## src/qste_pkg.sv

```systemverilog
/*
 shared layouts, memory request ops and reset constants for the queue
 set traversal engine. assumes nothing of its surroundings.
*/
package qste_pkg;
    localparam int IDX_W = 4;
    localparam int DEV_N = 16;
    localparam int MAX_GRP = 8;
    localparam logic [7:0] IDX_RST = 8'h00;
    localparam logic [7:0] SEQ_RST = 8'h00;
    localparam logic [7:0] ZONE_RST = 8'h00;
    localparam logic [IDX_W-1:0] CNT_RST = 4'h0;
    localparam logic [15:0] PRES_STEP = 16'h0001;

    typedef enum logic [1:0] {OP_RD_QH, OP_RD_TD, OP_WR_OVL, OP_WR_RES}
        qste_op_t;

    typedef struct packed {
        logic [31:0] ptr;
        logic term;
        logic iso;
        logic [7:0] count;
    } qste_link_t;

    typedef struct packed {
        qste_link_t next;
        logic active;
        logic inact;
        logic react;
        logic halted;
        logic flow;
        logic periodic;
        logic dir_in;
        logic ctrl;
        logic blank_done;
        logic [4:0] burst;
        logic [7:0] max_cnt;
        logic [7:0] tx_cnt;
        logic [7:0] zone;
        logic [3:0] dev;
        logic [7:0] cur;
        logic [7:0] status;
        logic [15:0] pres;
    } qste_qh_t;

    typedef struct packed {
        logic active;
        logic [31:0] dw0;
        logic [63:0] body;
        logic [15:0] pres;
    } qste_td_t;

    typedef struct packed {
        logic full;
        logic win_rst;
        logic setup;
        logic [31:0] dw0;
        logic [63:0] body;
        logic [31:0] window;
        logic [7:0] seq;
        logic [15:0] pres;
    } qste_ovl_t;

    typedef struct packed {
        logic [31:0] qs;
        logic [7:0] td;
        logic [7:0] cur;
        logic [7:0] status;
        logic [7:0] tx_cnt;
        logic [7:0] zone;
        logic done;
        logic halt;
        logic flow;
        logic blank_done;
    } qste_wb_t;

    typedef struct packed {
        qste_op_t op;
        logic [31:0] addr;
        logic [7:0] idx;
        logic iso;
        qste_ovl_t ovl;
        qste_wb_t wb;
    } qste_req_t;

    typedef struct packed {
        qste_qh_t qh;
        qste_td_t td;
    } qste_resp_t;

    typedef struct packed {
        logic [31:0] qs;
        logic [7:0] count;
        logic [7:0] cur;
        logic [7:0] status;
        logic [7:0] tx_cnt;
        logic [7:0] max_cnt;
        logic periodic;
        logic dir_in;
        logic blank;
        logic blank_done;
        logic iso;
    } qste_ent_t;

    typedef struct packed {
        logic [IDX_W-1:0] idx;
        logic txn;
        logic done;
        logic ok;
        logic flow;
        logic [7:0] err;
    } qste_res_t;

    function automatic logic [31:0] low_ones(input logic [4:0] n);
        logic [31:0] m;
        m = '0;
        for (int i = 0; i < 32; i++)
            m[i] = (i < n);
        return m;
    endfunction
endpackage
```

## src/qste_engine.sv

```systemverilog
/*
 queue set traversal engine: fetches heads, judges, overlays, builds
 the active list, then writes back group results. assumes a memory
 agent serving req/resp and an executor that runs each group.
*/
`timescale 1ns/100ps
`default_nettype none
module qste_engine
#(
    parameter int MAX_GRP = qste_pkg::MAX_GRP
)
(
    input wire logic sys_clk,
    input wire logic rst,
    input wire logic clk_en,
    input wire logic start,
    input wire logic start_async,
    input wire qste_pkg::qste_link_t zone_link,
    input wire logic [7:0] zone_num,
    input wire logic async_ptr_wr,
    input wire qste_pkg::qste_link_t async_ptr_wdata,
    output qste_pkg::qste_link_t async_list_pointer_reg,
    input wire logic [qste_pkg::DEV_N-1:0] dev_unavail,
    input wire logic [qste_pkg::DEV_N-1:0] dev_disabled,
    output logic req_valid,
    output qste_pkg::qste_req_t req,
    input wire logic req_ready,
    input wire logic resp_valid,
    input wire qste_pkg::qste_resp_t resp,
    output logic act_valid,
    output qste_pkg::qste_ent_t act_ent,
    output logic grp_start,
    output logic [qste_pkg::IDX_W-1:0] grp_count,
    input wire logic res_valid,
    input wire qste_pkg::qste_res_t res,
    output logic res_ready,
    input wire logic grp_end,
    output logic busy,
    output logic pass_done
);
    import qste_pkg::*;

    typedef enum logic [3:0] {
        S_IDLE, S_QH_REQ, S_QH_WAIT, S_JUDGE, S_TD_REQ, S_TD_WAIT,
        S_OVL, S_ADD, S_FOLLOW, S_EXEC, S_RES, S_RD, S_WB
    } qste_state_t;

    qste_state_t state_q;
    qste_link_t link_q;
    qste_link_t aptr_q;
    qste_qh_t qh_q;
    qste_ovl_t ovl_q;
    qste_ovl_t ovl_d;
    qste_wb_t wb_q;
    qste_wb_t wb_d;
    qste_res_t res_q;
    qste_ent_t ent_wr;
    qste_ent_t ent_rd;
    qste_ent_t act_q;
    logic [$bits(qste_ent_t)-1:0] ent_raw;
    logic [IDX_W-1:0] n_q;
    logic [31:0] first_q;
    logic [7:0] zone_q;
    logic [7:0] nxt;
    logic async_q;
    logic more_q;
    logic add_blank_q;
    logic done_q;
    logic act_v_q;
    logic cand;
    logic first;
    logic blank_need;
    logic iso;
    logic follow_ok;
    logic grp_full;

    qste_judge u_judge (
        .qh(qh_q),
        .link_iso(link_q.iso),
        .is_async(async_q),
        .zone(zone_q),
        .dev_unavail(dev_unavail),
        .dev_disabled(dev_disabled),
        .cand(cand),
        .first(first),
        .blank_need(blank_need),
        .iso(iso)
    );

    // async: stop on return to the first set met; periodic: on terminate
    assign follow_ok = async_q ? (qh_q.next.ptr != first_q)
                               : !qh_q.next.term;
    assign grp_full = (n_q == IDX_W'(MAX_GRP));

    always_comb
    begin
        ent_wr = '0;
        ent_wr.qs = link_q.ptr;
        ent_wr.count = link_q.count;
        ent_wr.cur = qh_q.cur;
        ent_wr.status = qh_q.status;
        ent_wr.tx_cnt = first ? 8'h00 : qh_q.tx_cnt;
        ent_wr.max_cnt = qh_q.max_cnt;
        ent_wr.periodic = qh_q.periodic;
        ent_wr.dir_in = qh_q.dir_in;
        ent_wr.blank = add_blank_q;
        ent_wr.blank_done = first ? 1'b0 : qh_q.blank_done;
        ent_wr.iso = iso;
    end

    qste_mem #(.W($bits(qste_ent_t)), .DEPTH(1 << IDX_W)) u_list (
        .sys_clk(sys_clk),
        .rst(rst),
        .clk_en(clk_en),
        .we(state_q == S_ADD),
        .waddr(n_q),
        .wdata(ent_wr),
        .raddr(res.idx),
        .rdata(ent_raw)
    );
    assign ent_rd = qste_ent_t'(ent_raw);

    always_comb
    begin
        ovl_d = '0;
        ovl_d.full = !qh_q.react;
        ovl_d.dw0 = resp.td.dw0;
        ovl_d.body = resp.td.body;
        ovl_d.pres = resp.td.pres;
        if (iso && qh_q.dir_in)
            ovl_d.pres = qh_q.pres + PRES_STEP;
        if (qh_q.ctrl && !qh_q.react)
        begin
            ovl_d.win_rst = 1'b1;
            ovl_d.window = low_ones(qh_q.burst);
            ovl_d.seq = SEQ_RST;
            ovl_d.setup = 1'b1;
        end
    end

    always_comb
    begin
        nxt = ent_rd.cur + 8'h01;
        wb_d = '0;
        wb_d.qs = ent_rd.qs;
        wb_d.td = ent_rd.cur;
        wb_d.cur = ent_rd.cur;
        // sticky: error bits are ORed in and never cleared here
        wb_d.status = ent_rd.status | res_q.err;
        wb_d.tx_cnt = ent_rd.tx_cnt + {7'h00, res_q.txn};
        wb_d.zone = zone_q;
        wb_d.flow = res_q.flow;
        wb_d.blank_done = ent_rd.blank_done | ent_rd.blank;
        wb_d.done = res_q.done;
        if (res_q.done && res_q.ok)
            wb_d.cur = (ent_rd.cur >= ent_rd.count) ? IDX_RST : nxt;
        else if (res_q.done)
            wb_d.halt = 1'b1;
    end

    always_ff @(posedge sys_clk or posedge rst)
    begin
        if (rst)
        begin
            state_q <= S_IDLE;
            link_q <= '0;
            qh_q <= '0;
            ovl_q <= '0;
            wb_q <= '0;
            res_q <= '0;
            n_q <= CNT_RST;
            first_q <= '0;
            zone_q <= ZONE_RST;
            async_q <= 1'b0;
            more_q <= 1'b0;
            add_blank_q <= 1'b0;
            done_q <= 1'b0;
        end
        else if (clk_en)
        begin
            done_q <= 1'b0;
            case (state_q)
            S_IDLE:
                if (start)
                begin
                    async_q <= start_async;
                    zone_q <= zone_num;
                    link_q <= start_async ? aptr_q : zone_link;
                    first_q <= aptr_q.ptr;
                    n_q <= CNT_RST;
                    state_q <= S_QH_REQ;
                end
            S_QH_REQ:
                if (req_ready)
                    state_q <= S_QH_WAIT;
            S_QH_WAIT:
                if (resp_valid)
                begin
                    qh_q <= resp.qh;
                    state_q <= S_JUDGE;
                end
            S_JUDGE:
                if (!cand)
                    state_q <= S_FOLLOW;
                else if (qh_q.active)
                begin
                    add_blank_q <= 1'b0;
                    state_q <= S_ADD;
                end
                else
                    state_q <= S_TD_REQ;
            S_TD_REQ:
                if (req_ready)
                    state_q <= S_TD_WAIT;
            S_TD_WAIT:
                if (resp_valid)
                begin
                    if (resp.td.active)
                    begin
                        ovl_q <= ovl_d;
                        state_q <= S_OVL;
                    end
                    else if (blank_need)
                    begin
                        add_blank_q <= 1'b1;
                        state_q <= S_ADD;
                    end
                    else
                        state_q <= S_FOLLOW;
                end
            S_OVL:
                if (req_ready)
                begin
                    add_blank_q <= 1'b0;
                    state_q <= S_ADD;
                end
            S_ADD:
            begin
                n_q <= n_q + 4'h1;
                state_q <= S_FOLLOW;
            end
            S_FOLLOW:
            begin
                link_q <= qh_q.next;
                more_q <= follow_ok;
                if (follow_ok && !grp_full)
                    state_q <= S_QH_REQ;
                else if (n_q == CNT_RST)
                begin
                    done_q <= 1'b1;
                    state_q <= S_IDLE;
                end
                else
                    state_q <= S_EXEC;
            end
            S_EXEC:
                state_q <= S_RES;
            S_RES:
                if (res_valid)
                begin
                    res_q <= res;
                    state_q <= S_RD;
                end
                else if (grp_end)
                begin
                    n_q <= CNT_RST;
                    if (more_q)
                        state_q <= S_QH_REQ;
                    else
                    begin
                        done_q <= 1'b1;
                        state_q <= S_IDLE;
                    end
                end
            S_RD:
            begin
                wb_q <= wb_d;
                state_q <= S_WB;
            end
            S_WB:
                if (req_ready)
                    state_q <= S_RES;
            default:
                state_q <= S_IDLE;
            endcase
        end
    end

    // software may load the pointer only while traversal is idle
    always_ff @(posedge sys_clk or posedge rst)
    begin
        if (rst)
            aptr_q <= '0;
        else if (clk_en)
        begin
            if (state_q == S_FOLLOW && async_q)
                aptr_q <= qh_q.next;
            else if (async_ptr_wr && state_q == S_IDLE)
                aptr_q <= async_ptr_wdata;
        end
    end

    always_ff @(posedge sys_clk or posedge rst)
    begin
        if (rst)
        begin
            act_v_q <= 1'b0;
            act_q <= '0;
        end
        else if (clk_en)
        begin
            act_v_q <= (state_q == S_ADD);
            if (state_q == S_ADD)
                act_q <= ent_wr;
        end
    end

    always_comb
    begin
        req = '0;
        req.iso = iso;
        req.addr = link_q.ptr;
        case (state_q)
        S_QH_REQ:
            req.op = OP_RD_QH;
        S_TD_REQ:
        begin
            req.op = OP_RD_TD;
            req.idx = qh_q.cur;
        end
        S_OVL:
        begin
            req.op = OP_WR_OVL;
            req.ovl = ovl_q;
        end
        S_WB:
        begin
            req.op = OP_WR_RES;
            req.addr = wb_q.qs;
            req.idx = wb_q.td;
            req.wb = wb_q;
        end
        default:
            req.op = OP_RD_QH;
        endcase
    end

    assign req_valid = (state_q == S_QH_REQ) || (state_q == S_TD_REQ)
        || (state_q == S_OVL) || (state_q == S_WB);
    assign res_ready = (state_q == S_RES);
    assign grp_start = (state_q == S_EXEC);
    assign grp_count = n_q;
    assign act_valid = act_v_q;
    assign act_ent = act_q;
    assign busy = (state_q != S_IDLE);
    assign pass_done = done_q;
    assign async_list_pointer_reg = aptr_q;
endmodule
`default_nettype wire

```

## src/qste_judge.sv

```systemverilog
/*
 candidate check for one fetched queue head, plus overlay kind.
 assumes the head and device tables are stable while it is read.
*/
`timescale 1ns/100ps
`default_nettype none
module qste_judge
(
    input wire qste_pkg::qste_qh_t qh,
    input wire logic link_iso,
    input wire logic is_async,
    input wire logic [7:0] zone,
    input wire logic [qste_pkg::DEV_N-1:0] dev_unavail,
    input wire logic [qste_pkg::DEV_N-1:0] dev_disabled,
    output logic cand,
    output logic first,
    output logic blank_need,
    output logic iso
);
    import qste_pkg::*;
    logic [7:0] tx;
    logic flow;
    logic bdone;
    logic maxed;

    always_comb
    begin
        // async list heads are always general overlay
        iso = link_iso && !is_async;
        first = qh.periodic && (qh.zone != zone);
        tx = first ? 8'h00 : qh.tx_cnt;
        flow = first ? 1'b0 : qh.flow;
        bdone = first ? 1'b0 : qh.blank_done;
        maxed = qh.periodic && (tx >= qh.max_cnt);
        blank_need = maxed && qh.dir_in && !bdone;
        cand = !dev_unavail[qh.dev] && !dev_disabled[qh.dev]
            && !(!qh.active && qh.inact && !qh.react)
            && !(!iso && qh.halted && !qh.react)
            && !flow && !(maxed && !blank_need);
    end
endmodule
`default_nettype wire

```

## src/qste_mem.sv

```systemverilog
/*
 small active-list store with registered read data.
 assumes one write and one read port on the same clock.
*/
`timescale 1ns/100ps
`default_nettype none
module qste_mem
#(
    parameter int W = 8,
    parameter int DEPTH = 16
)
(
    input wire logic sys_clk,
    input wire logic rst,
    input wire logic clk_en,
    input wire logic we,
    input wire logic [$clog2(DEPTH)-1:0] waddr,
    input wire logic [W-1:0] wdata,
    input wire logic [$clog2(DEPTH)-1:0] raddr,
    output logic [W-1:0] rdata
);
    logic [W-1:0] mem [DEPTH];

    always_ff @(posedge sys_clk)
    begin
        if (clk_en && we)
            mem[waddr] <= wdata;
    end

    always_ff @(posedge sys_clk or posedge rst)
    begin
        if (rst)
            rdata <= '0;
        else if (clk_en)
            rdata <= mem[raddr];
    end
endmodule
`default_nettype wire

```

## config.mk

```make
export PLATFORM = sky130hd
export DESIGN_NAME = qste_engine
export DESIGN_NICKNAME = d
export VERILOG_FILES = /design/src/qste_pkg.sv /design/src/qste_engine.sv /design/src/qste_judge.sv /design/src/qste_mem.sv
export SDC_FILE = /design/constraint.sdc
export NUM_CORES = 2
export LEC_CHECK = 0
export ABC_AREA = 1
export ABC_CLOCK_PERIOD_IN_PS = 31100
export BUFFER_PORTS_ARGS = -buffer_cell sky130_fd_sc_hd__buf_2
export CAP_MARGIN = 5
export CORE_MARGIN = 2
export CORE_UTILIZATION = 57
export CTS_BUF_LIST = sky130_fd_sc_hd__clkbuf_2
export CTS_CLUSTER_DIAMETER = 40
export DETAILED_ROUTE_END_ITERATION = 10
export GPL_ROUTABILITY_DRIVEN = 0
export GPL_TIMING_DRIVEN = 0
export PLACE_DENSITY_LB_ADDON = 0.05
export SLEW_MARGIN = 20
export SYNTH_ARGS = -nofsm -noshare
export SYNTH_HDL_FRONTEND = slang
export SYNTH_SLANG_ARGS = --single-unit
```

## constraint.sdc

```tcl
create_clock -name sys_clk -period 31.1 [get_ports sys_clk]
set_clock_uncertainty 0.1 [all_clocks]
set_input_delay 6.22 -clock sys_clk [delete_from_list [all_inputs] [get_ports sys_clk]]
set_output_delay 6.22 -clock sys_clk [all_outputs]
set_load 0.005 [all_outputs]
```

==> impl_metrics.yaml <==
outcome:
  status: "complete, no violations"
power:
  p_int_mw: 3.90
  pwr-share-seq_pct: 54.9
  peakVddDrop_mv: 0.0456
  p_sw_mw: 2.20
  p_clk_share_pct: 23.8
  p_per_area_nw_per_um2: 75.8
  power_leakage_nw: 33.9
  finalPower_mw: 6.10
  comb_power_share_pct: 21.2
  swShare_pct: 36.0
grt:
  track_usage_pct: 41.6
  grt_max_degree: 98
  grt_overflow: 0
  grt_pass1_wl_um: 371000
  first_global_vias: 55519
  antenna_found_initial: 44
route:
  wl_met3_um: 37500
  wire_per_inst_um: 27.6
  drc_errors: 0
  ant_nets: 0
  top_layer: "met5"
  routed_wl_um: 262000
  viasPerCell: 6.09
  drt_iter0_markers: 8255
  vias: 57813
  drt_pass1_iterations: 6
  wl_met2_um: 115000
  met1_length_um: 94000
floorplan:
  die_width_um: 352
  die_h_um: 352
  ios: 782
  core_sq_um: 120000
  row_count: 127
  start_util_pct: 57.5
  design.die.area_sq_um: 124000
logic_synthesis:
  synth_cell_types: 45
  ys_ff_latch: 1684
  synthCells: 6259
  synthArstFlopShare_pct: 37.3
  syn-mean-instance-area_sq_um: 11.0
  netlist_area_sq_um: 69000
  yosysWarnings: 0
  synth_flop_cell: "edfxtp_1"
  synth-edff-count: 1056
  ys_seq_area_share_pct: 68.7
timing:
  fin_setup_tns_ns: 0
  rsz0062_at_grt: "false"
  fin_crit_sh_pct: 36.0
  fmax_mhz: 89.2
  tightest_slew_ns: 1.28
  slew_headroom_pct: 14.8
  fin_crit_ns: 11.21
  slew_violations: 0
  finalHoldViolCount: 0
  setup-violations-final: 0
finish:
  regMostFlops: "u_list.mem"
  nNetsFinal: 7931
  syn_to_final_growth_pct: 16.6
  nFillCells: 9582
  largest_reg_flops: 1056
  drive_gt1_share_pct: 21.6
  reg_top3: "u_list.mem (1056), ovl_q (145), qh_q (90)"
clock_tree:
  cts_setup_buffers: 0
  cts_resized: 0
  clk_latency_ns: 1.90
  clkSlewWorstSetupHoldPaths_ns: 0.10
  cts-root-buf: "clkbuf_2"
  cts_tree: "built"
  hold_buffers: 0
  cts_sinks: 1684
  cts_made_buffers: 420
  htreeDepth: 5
  max-clock-path-buffers: 4
setup_path:
  critPathMaxStageDelay_ns: 0.65
  cp-end-kind: "primary output"
  crit_chain: "nor2_1 > nand3_1 > clkbuf_2 > clkbuf_1 > nor2_1 > buf_2"
  crit_fanout: 10
  crit_type: "reg2out"
  cp-start-kind: "flop"
  crit_slowest_cell: "clkbuf_2"
  crit_top_cell: "nor2_1"
  crit_arrival_ns: 4.89
  required_ns: 24.78
place:
  portBuffers: 768
  place_hpwl_um: 190000
worst_hold_path:
  hold_path_class: "reg2reg"
flow_run:
  maxCapViolations: 0
==> cells in the mapped netlist (all sizes together) (3+ instances only) <==
cell type / instances / area share (%)
nor2: 1110 / 6.1
edfxtp: 1056 / 46
o21ai: 1035 / 7.5
nand2: 631 / 3.4
dfrtp: 628 / 23
inv: 508 / 2.8
clkbuf: 319 / 1.7
o221ai: 198 / 2.5
nand3: 139 / 1.0
a21oi: 127 / 0.94
buf: 98 / 0.78
o22ai: 96 / 0.87
o211ai: 89 / 0.97
a31oi: 70 / 0.63
mux2: 34 / 0.55
xnor2: 25 / 0.32
ha: 24 / 0.44
nand4: 21 / 0.19
a22oi: 13 / 0.14
nor3: 9 / 0.065
xor2: 9 / 0.11
o21a: 3 / 0.033
o21bai: 3 / 0.033
or2: 3 / 0.027
==> metrics by stage <==
step	cells	hold WS, ns	cell area [sq um]	worst slack (ns)	util [%]
after floorplan	6267	0.348	69100	7.19	-
after global placement	8647	0.356	74900	-1.02	62.4
after detailed placement	8718	0.362	76700	21.45	64.0
after CTS	9462	0.355	80400	19.81	67.0
after global routing	9482	0.377	80400	19.78	67.0
final	9497	0.380	80500	19.89	67.1
==> power groups by stage <==
stage                     Combinational [mW]  Sequential [mW]  Clock, mW
after floorplan                        0.707             3.21          0
after global placement                  1.21             3.37          0
after detailed placement                1.26             3.38          0
after CTS                               1.26             3.33       1.45
after global routing                    1.41             3.39       1.57
final                                   1.29             3.35       1.45
==> area by class of cell <==
type	count	area, sq um	share of cell area [%]
timing repair buffer	839	5500	6.84
multi-input combinational	3657	18100	22.5
clock inverter	94	370	0.460
tap	1612	2020	2.51
buffer	417	1760	2.18
antenna	35	87.6	0.109
inverter	509	1920	2.38
sequential	1684	47400	58.9
clock buffer	650	3250	4.04
==> cells in the final DEF (no fill, tap or decap), drive strengths merged <==
cell / instances
ha: 24
mux2: 34
inv: 512
or2: 3
dfrtp: 628
xnor2: 25
buf: 937
nor4: 2
a221oi: 1
clkinvlp: 1
nand3: 139
a31oi: 70
clkbuf: 969
and2: 2
nor3: 9
o21ai: 1035
o221ai: 198
a22oi: 13
clkinv: 90
nor2: 1110
o22ai: 96
o21a: 3
nand3b: 1
xor2: 9
o2111ai: 1
o211ai: 89
o31ai: 1
nand2: 631
o21bai: 3
diode: 35
conb: 9
a21oi: 127
edfxtp: 1056
nand4: 21
o211a: 1
==> final timing paths <==
| check | start | endpoint | slack [ns] | cells past startpoint |
|---|---|---|---|---|
| worst max-delay path | state_q[1] | req[65] | 19.89 | 6 |
| worst min-delay path | u_list.rdata[63] | wb_q[62] | 0.38 | 2 |
| worst max register to register | zone_q[3] | state_q[0] | 27.08 | 19 |
| worst min register to register | u_list.rdata[63] | wb_q[62] | 0.38 | 2 |
| max in group asynchronous | rst | wb_q[29] | 24.74 | 5 |
| min in group asynchronous | rst | async_list_pointer_reg[20] | 4.25 | 2 |
==> cells by family after synthesis <==
group / Yosys count / synth area share [%]
mux: 34 / 0.555
fa+ha+maj: 24 / 0.435
xor+xnor: 34 / 0.431
other cells: 1 / 0.00543
buf+inv: 926 / 5.28
simple gates: 1918 / 10.9
compound gates: 1638 / 13.7
flops: 1684 / 68.7
==> critical path: cells and delay by family (launching register included) <==
kind	cells	cell delay, ns
AND/OR/NAND/NOR	3	1.32
buffers and inverters	3	1.31
flip-flops	1	0.44
==> routing by layer <==
layer	global-route usage [%]	vias up
met5	0.577	-
met2	61.4	4335
met4	22.2	22
li1	-	24624
met1	54.3	28076
met3	14.5	756
Power figures use the tool's default switching activity.
